File: config.mk
export PLATFORM = sky130hd
export DESIGN_NAME = ocr_output_channel_config_regs
export DESIGN_NICKNAME = d
export VERILOG_FILES = /design/src/ocr_pkg.sv /design/src/ocr_div_if.sv /design/src/ocr_divider.sv /design/src/ocr_output_channel_config_regs.sv
export SDC_FILE = /design/constraint.sdc
export NUM_CORES = 1
export LEC_CHECK = 0
export BUFFER_PORTS_ARGS = -buffer_cell sky130_fd_sc_hd__buf_2
export CAP_MARGIN = 10
export CORE_AREA = 2 2 94 60
export CTS_CLUSTER_SIZE = 40
export DETAILED_ROUTE_END_ITERATION = 8
export DIE_AREA = 0 0 96 62
export PLACE_DENSITY = 0.84
export RECOVER_POWER = 25
export SETUP_SLACK_MARGIN = 0.05
export SLEW_MARGIN = 20
export SYNTH_ARGS = -nofsm -noshare
export SYNTH_HDL_FRONTEND = slang
export SYNTH_SLANG_ARGS = --single-unit
File: constraint.sdc
create_clock -name CLOCK_I -period 4.15 [get_ports CLOCK_I]
set_input_delay 1.0375 -clock CLOCK_I [delete_from_list [all_inputs] [get_ports CLOCK_I]]
set_output_delay 1.0375 -clock CLOCK_I [all_outputs]
set_load 0.01 [all_outputs]
File: src/ocr_pkg.sv
// Constants and types for the output channel configuration registers
package ocr_pkg;

  // ****************************************
  // Register offsets
  // ****************************************
  localparam logic [7:0] OCR_CH01_OUTPUT_DIVIDER_OFS = 8'h21;
  localparam logic [7:0] OCR_CH2_OUTPUT_CONTROL_OFS = 8'h22;

  // ****************************************
  // Reset values
  // ****************************************
  localparam logic [7:0] OCR_CH01_DIV_RST = 8'h01;
  localparam logic OCR_RESERVED_BIT_RST = 1'h1;
  localparam logic [1:0] OCR_CH2_FORMAT_RST = 2'h1;
  localparam logic [1:0] OCR_CH2_CUR_POS_RST = 2'h2;
  localparam logic [1:0] OCR_CH2_LOAD_NEG_RST = 2'h0;
  localparam logic [7:0] OCR_UNMAPPED_READ = 8'h00;

  // ****************************************
  // Field positions of the channel 2 control register
  // ****************************************
  localparam int OCR_RESERVED_BIT_POS = 7;
  localparam int OCR_FORMAT_LSB = 5;
  localparam int OCR_CUR_POS_LSB = 3;
  localparam int OCR_LOAD_NEG_LSB = 1;
  localparam int OCR_LOW_RESERVED_POS = 0;

  // ****************************************
  // Decoded physical values
  // ****************************************
  localparam logic [4:0] OCR_TAIL_4MA = 5'h04;
  localparam logic [4:0] OCR_TAIL_6MA = 5'h06;
  localparam logic [4:0] OCR_TAIL_8MA = 5'h08;
  localparam logic [4:0] OCR_TAIL_16MA = 5'h10;
  localparam logic [7:0] OCR_LOAD_50OHM = 8'h32;
  localparam logic [7:0] OCR_LOAD_100OHM = 8'h64;
  localparam logic [7:0] OCR_LOAD_200OHM = 8'hC8;

  typedef enum logic [1:0] {
    OCR_FMT_DISABLED = 2'b00,
    OCR_FMT_AC_DIFF = 2'b01,
    OCR_FMT_HCSL = 2'b10,
    OCR_FMT_LVCMOS = 2'b11
  } ocr_format_e;

  typedef enum logic [1:0] {
    OCR_PIN_OFF_TRISTATE = 2'b00,
    OCR_PIN_OFF_LOW = 2'b01,
    OCR_PIN_ON_INVERTED = 2'b10,
    OCR_PIN_ON_TRUE = 2'b11
  } ocr_pin_mode_e;

endpackage

File: src/ocr_div_if.sv
// Carrier between the register bank and the shared channel 0/1 divider
interface ocr_div_if;
  logic [7:0] div_code;
  logic tick;

  modport regs (output div_code, input tick);
  modport divider (input div_code, output tick);
endinterface

File: src/ocr_divider.sv
// Shared channel 0/1 divider: one tick every div_code plus one cycles
module ocr_divider (
  // Clock and reset
  input wire logic clk_i,
  input wire logic rst_n_i,
  // Divider carrier
  ocr_div_if.divider div
);

  logic [7:0] count_q;

  // ****************************************
  // Ratio counter
  // ****************************************
  always_ff @(posedge clk_i or negedge rst_n_i) begin
    if (!rst_n_i) begin
      count_q <= 8'h00;
    end else if (count_q >= div.div_code) begin
      count_q <= 8'h00;
    end else begin
      count_q <= count_q + 8'h01;
    end
  end

  // Code 0x00 ticks every cycle, 0xFF every 256th cycle
  assign div.tick = (count_q >= div.div_code);

endmodule

File: src/ocr_output_channel_config_regs.sv
// Output channel 0/1 divider and channel 2 driver control registers
// Operation
// - Channels 0 and 1 divide by divider code plus one, ratio 1 to 256.
// - One divider register serves channels 0 and 1, resets to 0x01, EEPROM kept.
// - Bits 6:5 pick channel 2 format: off, AC diff, HCSL, LVCMOS; reset 0x1.
// - Bits 4:3 pick tail current in differential formats; reset 0x2.
// - Bits 2:1 pick HCSL load: tristate, 50, 100, 200 ohm; reset zero.
// - In LVCMOS, bits 4:3 steer positive pin and bits 2:1 negative pin.
//
// Decided for this implementation: the plain strobed port.
module ocr_output_channel_config_regs (
  // Clock and reset
  input wire logic CLOCK_I,
  input wire logic RST_N_I,
  // Register port
  input wire logic [7:0] ADDR_I,
  input wire logic [7:0] WDATA_I,
  input wire logic WR_I,
  input wire logic RD_I,
  output logic [7:0] RDATA_O,
  // EEPROM image load and store
  input wire logic EE_LOAD_I,
  input wire logic [7:0] EE_DIV_I,
  input wire logic [7:0] EE_CTL_I,
  output logic [7:0] EE_DIV_O,
  output logic [7:0] EE_CTL_O,
  // Channel 0/1 divider
  output logic CH01_TICK_O,
  // Channel 2 driver controls
  output logic [1:0] CH2_FORMAT_O,
  output logic [4:0] CH2_TAIL_MA_O,
  output logic [7:0] CH2_LOAD_OHM_O,
  output logic CH2_POS_POWERED_O,
  output logic CH2_POS_OE_N_O,
  output logic CH2_POS_INVERT_O,
  output logic CH2_NEG_POWERED_O,
  output logic CH2_NEG_OE_N_O,
  output logic CH2_NEG_INVERT_O
);

  logic [7:0] ch01_output_divider_q;
  logic reserved_bit_q;
  logic [1:0] ch2_format_q;
  logic [1:0] ch2_current_or_pos_pin_q;
  logic [1:0] ch2_load_or_neg_pin_q;
  logic [7:0] ch2_output_control;
  logic wr_div;
  logic wr_ctl;
  logic [4:0] tail_ma_d;
  logic [7:0] load_ohm_d;
  logic [1:0] pin_code [2];
  logic pin_powered_q [2];
  logic pin_oe_n_q [2];
  logic pin_invert_q [2];

  ocr_div_if div_bus ();

  // ****************************************
  // Register writes and EEPROM load
  // ****************************************
  assign wr_div = WR_I && (ADDR_I == ocr_pkg::OCR_CH01_OUTPUT_DIVIDER_OFS);
  assign wr_ctl = WR_I && (ADDR_I == ocr_pkg::OCR_CH2_OUTPUT_CONTROL_OFS);

  // A bus write in the same cycle as an image load wins
  always_ff @(posedge CLOCK_I or negedge RST_N_I) begin
    if (!RST_N_I) begin
      ch01_output_divider_q <= ocr_pkg::OCR_CH01_DIV_RST;
    end else if (wr_div) begin
      ch01_output_divider_q <= WDATA_I;
    end else if (EE_LOAD_I) begin
      ch01_output_divider_q <= EE_DIV_I;
    end
  end

  always_ff @(posedge CLOCK_I or negedge RST_N_I) begin
    if (!RST_N_I) begin
      reserved_bit_q <= ocr_pkg::OCR_RESERVED_BIT_RST;
      ch2_format_q <= ocr_pkg::OCR_CH2_FORMAT_RST;
      ch2_current_or_pos_pin_q <= ocr_pkg::OCR_CH2_CUR_POS_RST;
      ch2_load_or_neg_pin_q <= ocr_pkg::OCR_CH2_LOAD_NEG_RST;
    end else if (wr_ctl) begin
      reserved_bit_q <= WDATA_I[ocr_pkg::OCR_RESERVED_BIT_POS];
      ch2_format_q <= WDATA_I[ocr_pkg::OCR_FORMAT_LSB +: 2];
      ch2_current_or_pos_pin_q <= WDATA_I[ocr_pkg::OCR_CUR_POS_LSB +: 2];
      ch2_load_or_neg_pin_q <= WDATA_I[ocr_pkg::OCR_LOAD_NEG_LSB +: 2];
    end else if (EE_LOAD_I) begin
      reserved_bit_q <= EE_CTL_I[ocr_pkg::OCR_RESERVED_BIT_POS];
      ch2_format_q <= EE_CTL_I[ocr_pkg::OCR_FORMAT_LSB +: 2];
      ch2_current_or_pos_pin_q <= EE_CTL_I[ocr_pkg::OCR_CUR_POS_LSB +: 2];
      ch2_load_or_neg_pin_q <= EE_CTL_I[ocr_pkg::OCR_LOAD_NEG_LSB +: 2];
    end
  end

  // Bit 0 holds no storage and always reads zero
  assign ch2_output_control = {reserved_bit_q, ch2_format_q, ch2_current_or_pos_pin_q,
                               ch2_load_or_neg_pin_q, 1'b0};

  // ****************************************
  // Read port and EEPROM image
  // ****************************************
  always_ff @(posedge CLOCK_I or negedge RST_N_I) begin
    if (!RST_N_I) begin
      RDATA_O <= ocr_pkg::OCR_UNMAPPED_READ;
    end else if (RD_I) begin
      unique case (ADDR_I)
        ocr_pkg::OCR_CH01_OUTPUT_DIVIDER_OFS: RDATA_O <= ch01_output_divider_q;
        ocr_pkg::OCR_CH2_OUTPUT_CONTROL_OFS: RDATA_O <= ch2_output_control;
        default: RDATA_O <= ocr_pkg::OCR_UNMAPPED_READ;
      endcase
    end else begin
      RDATA_O <= ocr_pkg::OCR_UNMAPPED_READ;
    end
  end

  always_ff @(posedge CLOCK_I or negedge RST_N_I) begin
    if (!RST_N_I) begin
      EE_DIV_O <= ocr_pkg::OCR_CH01_DIV_RST;
    end else begin
      EE_DIV_O <= ch01_output_divider_q;
    end
  end

  // Image of the control register; bit 0 never reaches the EEPROM
  always_ff @(posedge CLOCK_I or negedge RST_N_I) begin
    if (!RST_N_I) begin
      EE_CTL_O <= {ocr_pkg::OCR_RESERVED_BIT_RST, ocr_pkg::OCR_CH2_FORMAT_RST, ocr_pkg::OCR_CH2_CUR_POS_RST,
                   ocr_pkg::OCR_CH2_LOAD_NEG_RST, 1'b0};
    end else begin
      EE_CTL_O <= ch2_output_control;
    end
  end

  // ****************************************
  // Shared channel 0/1 divider
  // ****************************************
  assign div_bus.div_code = ch01_output_divider_q;

  ocr_divider u_divider (
    .clk_i(CLOCK_I),
    .rst_n_i(RST_N_I),
    .div(div_bus.divider)
  );

  always_ff @(posedge CLOCK_I or negedge RST_N_I) begin
    if (!RST_N_I) begin
      CH01_TICK_O <= 1'b0;
    end else begin
      CH01_TICK_O <= div_bus.tick;
    end
  end

  // ****************************************
  // Channel 2 differential decode
  // ****************************************
  always_comb begin
    tail_ma_d = 5'h00;
    load_ohm_d = 8'h00;
    if (ch2_format_q == ocr_pkg::OCR_FMT_AC_DIFF || ch2_format_q == ocr_pkg::OCR_FMT_HCSL) begin
      unique case (ch2_current_or_pos_pin_q)
        2'h0: tail_ma_d = ocr_pkg::OCR_TAIL_4MA;
        2'h1: tail_ma_d = ocr_pkg::OCR_TAIL_6MA;
        2'h2: tail_ma_d = ocr_pkg::OCR_TAIL_8MA;
        2'h3: tail_ma_d = (ch2_format_q == ocr_pkg::OCR_FMT_HCSL) ?
                          ocr_pkg::OCR_TAIL_16MA : ocr_pkg::OCR_TAIL_8MA;
      endcase
    end
    if (ch2_format_q == ocr_pkg::OCR_FMT_HCSL) begin
      unique case (ch2_load_or_neg_pin_q)
        2'h0: load_ohm_d = 8'h00;
        2'h1: load_ohm_d = ocr_pkg::OCR_LOAD_50OHM;
        2'h2: load_ohm_d = ocr_pkg::OCR_LOAD_100OHM;
        2'h3: load_ohm_d = ocr_pkg::OCR_LOAD_200OHM;
      endcase
    end
  end

  always_ff @(posedge CLOCK_I or negedge RST_N_I) begin
    if (!RST_N_I) begin
      CH2_FORMAT_O <= ocr_pkg::OCR_CH2_FORMAT_RST;
      CH2_TAIL_MA_O <= ocr_pkg::OCR_TAIL_8MA;
      CH2_LOAD_OHM_O <= 8'h00;
    end else begin
      CH2_FORMAT_O <= ch2_format_q;
      CH2_TAIL_MA_O <= tail_ma_d;
      CH2_LOAD_OHM_O <= load_ohm_d;
    end
  end

  // ****************************************
  // Channel 2 LVCMOS pin decode
  // ****************************************
  // Index 0 is the positive pin, index 1 the negative pin
  assign pin_code[0] = ch2_current_or_pos_pin_q;
  assign pin_code[1] = ch2_load_or_neg_pin_q;

  // Outside LVCMOS both pins stay powered down and released
  for (genvar p = 0; p < 2; p++) begin : g_pin
    always_ff @(posedge CLOCK_I or negedge RST_N_I) begin
      if (!RST_N_I) begin
        pin_powered_q[p] <= 1'b0;
        pin_oe_n_q[p] <= 1'b1;
        pin_invert_q[p] <= 1'b0;
      end else if (ch2_format_q == ocr_pkg::OCR_FMT_LVCMOS) begin
        pin_powered_q[p] <= pin_code[p][1];
        pin_oe_n_q[p] <= (pin_code[p] == ocr_pkg::OCR_PIN_OFF_TRISTATE);
        pin_invert_q[p] <= (pin_code[p] == ocr_pkg::OCR_PIN_ON_INVERTED);
      end else begin
        pin_powered_q[p] <= 1'b0;
        pin_oe_n_q[p] <= 1'b1;
        pin_invert_q[p] <= 1'b0;
      end
    end
  end

  assign CH2_POS_POWERED_O = pin_powered_q[0];
  assign CH2_POS_OE_N_O = pin_oe_n_q[0];
  assign CH2_POS_INVERT_O = pin_invert_q[0];
  assign CH2_NEG_POWERED_O = pin_powered_q[1];
  assign CH2_NEG_OE_N_O = pin_oe_n_q[1];
  assign CH2_NEG_INVERT_O = pin_invert_q[1];

endmodule

Word-level counts from Yosys, hierarchy flattened
Cells that the tools add are included.
Cells by class
  $add $sub $neg: 1
  magnitude comparators: 1
  equality and inequality tests: 11
  mux-type cells: 24
  reductions and logical operators: 7
Operators with widths (number)
  $mux 8: 5
  $pmux 8 s4: 1
  $pmux 5 s4: 1
  $eq 8x6->1 const B: 2
  $pmux 8 s2: 1
  $eq 2x2->1 const B: 6
  $mux 2: 6
  $mux 5: 2
  $add 8x1->8 const B: 1
  $ge 8x8->1: 1
  $mux 1: 8
  $eq 2x1->1 const B: 3
  $logic_not 2->1: 2
  $reduce_bool 2->1: 2
  $logic_and 1x1->1: 2
  $logic_or 1x1->1: 1
Word-level totals
  bits in registers: 68
  input bits: 37
  output and inout port bits: 46
  word-level logic and storage cells: 63

Longest topological paths before layout
  word-level depth: 4
  depth in mapped cells: 6
  mapped depth without buffers: 6

By module
From an unflattened synthesis, not the netlist that was laid out.
Second synthesis, totals
  cell total of the unflattened synthesis: 204
  area, all modules: 2680.1 um^2
Modules (own cells, without submodules)
  ocr_output_channel_config_regs: times used 1, cells an instance 150, area an instance 2124.5 um^2, seq. area each 1365.1 um^2
  ocr_divider: times used 1, cells an instance 54, area an instance 555.5 um^2, seq. area each 200.2 um^2

Worst setup path before layout
Ideal clock, no wire load.
  path type: in2reg
  start point: input ADDR_I[3]
  end point: register ch01_output_divider_q[1]
  setup time: 0.125 ns
  data arrival time: 2.229 ns
  data required time: 4.025 ns
  path slack: 1.797 ns
  stages: 4
  path buffers: 0
  path through: or4b_4 > nor3_4 > nand3_2 > mux2_2
On the way
  word-level cells in the longest chain between the ends: 3
  elaborated cells on any way between the ends: 4
  those cells by class: 1 x eq/ne; 1 x mux; 2 x reduce/logical
RTL lines
  start: declaration: RTL line ocr_output_channel_config_regs.sv:16  | input wire logic [7:0] ADDR_I,
  $eq 8x6->1 *: RTL line ocr_output_channel_config_regs.sv:61  | assign wr_div = WR_I && (ADDR_I == ocr_pkg::OCR_CH01_OUTPUT_DIVIDER_OFS);
  $logic_and 1x1->1 *: RTL line ocr_output_channel_config_regs.sv:61
  $mux 8 / $reduce_bool 2->1 (equally long branches)
  end signal: assignment: RTL line ocr_output_channel_config_regs.sv:67  | ch01_output_divider_q <= ocr_pkg::OCR_CH01_DIV_RST;
  end: declaration: RTL line ocr_output_channel_config_regs.sv:41  | logic [7:0] ch01_output_divider_q;
Mark *: on every way between the ends. The rest lies on a longest branch, timed or not.
A chain may end at the register's enable or synchronous reset.

==> results.sh <==
export IMPL_outcome="complete, but fails checks"
export IMPL_violations="capacitance limit, slew limit"
export IMPL_syn_inst=216
export IMPL_die_w_um=96
export IMPL_fill_cells=433
export IMPL_cts_setup_buffers=0
export IMPL_r2r_slack_ns=2.06
export IMPL_final_min_clock_period_ns=2.62
export IMPL_path_buf_inv=2
export IMPL_power_frac_comb_pct=18.6
export IMPL_viasPerCell=4.89
export IMPL_wl_per_cell_um=15.0
export IMPL_ys_warn_count=0
export IMPL_cp_max_fo=42
export IMPL_crit_family="buffers and inverters"
export IMPL_vdd_drop_max_mv=0.221
export IMPL_critPathCaptureType="async pin"
export IMPL_drt_iter0_drc=53
export IMPL_antenna_found_initial=0
export IMPL_drive_gt1_share_pct=41.1
export IMPL_sw_frac_of_total_pct=28.4
export IMPL_syn_area_sq_um=2630
export IMPL_syn2layout_area_growth_pct=23.7
export IMPL_grt_pass1_wl_um=8580
export IMPL_synth_edff_count=0
export IMPL_worst_pin_slew_ns=2.14
export IMPL_die_area_sq_um=5950
export IMPL_r2r_start="ch01_output_divider_q[3]$_DFFE_PN0P_"
export IMPL_numCtsBuffers=9
export IMPL_vias=1815
export IMPL_detail_route_antenna_nets=0
export IMPL_cts_buffer_depth=2
export IMPL_first_pass_iters=4
export IMPL_drc=0
export IMPL_hp_start="reserved_bit_q$_DFFE_PN1P_"
export IMPL_async_flop_share_pct=100
export IMPL_min_path_cells=0
export IMPL_slew_violations=43
export IMPL_grt_max_degree=43
export IMPL_p_int_w=0.00110
export IMPL_grt_usage_pct=20.6
export IMPL_r2r_cells=6
export IMPL_yosysSeqAreaShare_pct=59.6
export IMPL_place_congestion=0.838
export IMPL_fin_skew_ns=0.00784
export IMPL_ys_seq_elements=62
export IMPL_tns_ns=0
export IMPL_relSlewSlack_pct=-42.8
export IMPL_clkLatencyLatePin_ns=0.34
export IMPL_p_seq_share_pct=48.3
export IMPL_hold_class="flop to flop"
export IMPL_insertedDiodeCount=0
export IMPL_ctsHoldBuffers=0
export IMPL_dp_cells=356
export IMPL_rows=21
export IMPL_synth_area_per_cell_sq_um=12.2
export IMPL_critPathSlowestCell="clkbuf_1"
export IMPL_min_to="EE_CTL_O[7]$_DFF_PN1_"
export IMPL_p_leak_nw=1.67
export IMPL_clkPwrFrac_pct=33.1
export IMPL_cts_sinks=62
export IMPL_routed_wl_um=5560
export IMPL_grt_pass1_vias=1780
export IMPL_r2r_end="u_divider.count_q[5]$_DFF_PN0_"
export IMPL_root_buffer="clkbuf_8"
export IMPL_hold_viol_final=0
export IMPL_finalCritPeriodShare_pct=63.2
export IMPL_required_ns=4.60
export IMPL_final_nets=351
export IMPL_cts_resized=0
export IMPL_grt_remaining_overflow=0
export IMPL_synth_cell_types=31
export IMPL_core_sq_um=5230
export IMPL_ios=83
export IMPL_stdcell_count=371
export IMPL_cts_tree="done"
export IMPL_switchingPower_w=0.000437
export IMPL_cp_arrival_ns=3.07
export IMPL_cap_violations=1
export IMPL_portBuffers=78
export IMPL_setup_viol=0
export IMPL_critPathKind="input pin to async pin"
export IMPL_start_kind="input pin"
export IMPL_floorplan_initialDensity_pct=50.3
export IMPL_die_h_um=62
export IMPL_cp_cell_sequence="clkbuf_1, buf_4"
export IMPL_cts_reportedPaths_clkPinSlew_ns=0.07
export IMPL_synth_ff_type="dfrtp_1"
export IMPL_cts_max_level=3
export IMPL_hpwl_um=4110
export IMPL_rsz0062_at_grt="false"
export IMPL_fmax_mhz=381
export IMPL_cellPowerDensity_nw_per_um2=473
export IMPL_critical_path_max_stage_delay_ns=1.50
-- cell usage after synthesis, types with 2 or more instances --
cell type / count / area, sq um
dfrtp_1: 51 / 1280
nor2_1: 20 / 75.1
mux2_2: 19 / 214
nand2_1: 17 / 63.8
ha_1: 16 / 200
inv_1: 13 / 48.8
o21ai_0: 12 / 60.1
dfstp_2: 11 / 289
and2_1: 8 / 50.1
a22oi_1: 7 / 52.6
buf_4: 7 / 52.6
clkbuf_1: 4 / 15.0
nand3_1: 3 / 15.0
nor2b_1: 3 / 18.8
xnor2_1: 3 / 26.3
xor2_1: 3 / 26.3
a21oi_1: 2 / 10.0
and3_1: 2 / 12.5
nand2b_1: 2 / 12.5
nand3_2: 2 / 20.0
-- area by class of cell --
type                       instances  area [sq um]  share of cell area (%)
timing repair buffer              81           412                    12.7
clock buffer                      11           141                    4.35
inverter                          13          48.8                    1.50
tap                               69          86.3                    2.66
clock inverter                     4          47.5                    1.46
multi-input combinational        131           948                    29.2
sequential                        62          1570                    48.2
-- per-layer routing --
layer | up-vias | GRT usage (%) | wire, um
met3 | 7 | 9.29 | 564
met4 | 0 | 5.51 | 47
met1 | 853 | 25.9 | 2430
met5 | - | 0 | 0
li1 | 878 | - | -
met2 | 77 | 33.0 | 2520
-- cells by family (layout without fill, tap and decap cells) --
| group | after synthesis | after routing | synth area share, % |
|---|---|---|---|
| DFF | 62 | 62 | 59.6 |
| and+or+nand+nor | 62 | 62 | 12.0 |
| AOI/OAI and AO/OA | 25 | 25 | 5.86 |
| buffers and inverters | 25 | 109 | 4.62 |
| muxes | 19 | 19 | 8.14 |
| adders and majority gates | 16 | 16 | 7.62 |
| xor gates and xnor gates | 6 | 6 | 2.00 |
| other | 1 | 3 | 0.143 |
-- worst max path at each step --
stage,from,end,slack (ns),depth (start not counted)
final,RST_N_I,CH2_NEG_OE_N_O$_DFF_PN1_,1.53,2
after global routing,RST_N_I,CH2_NEG_OE_N_O$_DFF_PN1_,1.14,2
after floorplan,ADDR_I[3],ch01_output_divider_q[1]$_DFFE_PN0P_,1.80,4
after detailed placement,ADDR_I[3],ch01_output_divider_q[2]$_DFFE_PN0P_,1.51,5
after global placement,ADDR_I[3],ch01_output_divider_q[7]$_DFFE_PN0P_,1.55,5
after CTS,ADDR_I[3],ch01_output_divider_q[2]$_DFFE_PN0P_,1.87,5
-- metrics by stage --
stage | total power, W | cell area [sq um] | util, % | hold WS (ns) | setup WS [ns]
after global placement | 0.00102 | 3060 | 58.6 | 0.363 | 1.55
final | 0.00154 | 3250 | 62.1 | 0.387 | 1.53
after global routing | 0.00162 | 3250 | 62.1 | 0.391 | 1.14
after detailed placement | 0.00104 | 3060 | 58.6 | 0.368 | 1.51
after CTS | 0.00155 | 3250 | 62.2 | 0.378 | 1.87
after floorplan | 0.000927 | 2640 | - | 0.360 | 1.80
-- cell usage in the layout (no fill, tap or decap), drive strengths merged, types with 2 or more instances in the layout --
master  netlist  final
xnor2         3      3
conb          1      3
nand3         5      5
inv          13     13
xor2          3      3
mux2         19     19
nand2        17     17
clkinv        0      2
nor2         20     20
and2          8      8
buf           8     80
ha           16     16
dfrtp        51     51
nor3          2      2
and3          2      2
a22oi         7      7
dfstp        11     11
nor2b         3      3
nand2b        2      2
a21oi         2      2
clkbuf        4     12
o21ai        12     12
-- power by group through the flow --
stage | sequential, W | clock, W | combinational, W
6_report | 0.000743 | 0.000509 | 0.000286
5_1_grt | 0.000753 | 0.000547 | 0.000325
4_1_cts | 0.000744 | 0.000517 | 0.000290
3_5_place_dp | 0.000754 | 0 | 0.000289
3_3_place_gp | 0.000749 | 0 | 0.000271
2_1_floorplan | 0.000754 | 0 | 0.000172
-- registers in the layout, indices dropped and copies added, names as in the netlist, 4 cells and up --
| signal | cells |
|---|---|
| EE_DIV_O | 8 |
| RDATA_O | 8 |
| ch01_output_divider_q | 8 |
| u_divider.count_q | 8 |
| EE_CTL_O | 6 |
| CH2_LOAD_OHM_O | 5 |
| CH2_TAIL_MA_O | 4 |
(Power assumes the default switching activity.)
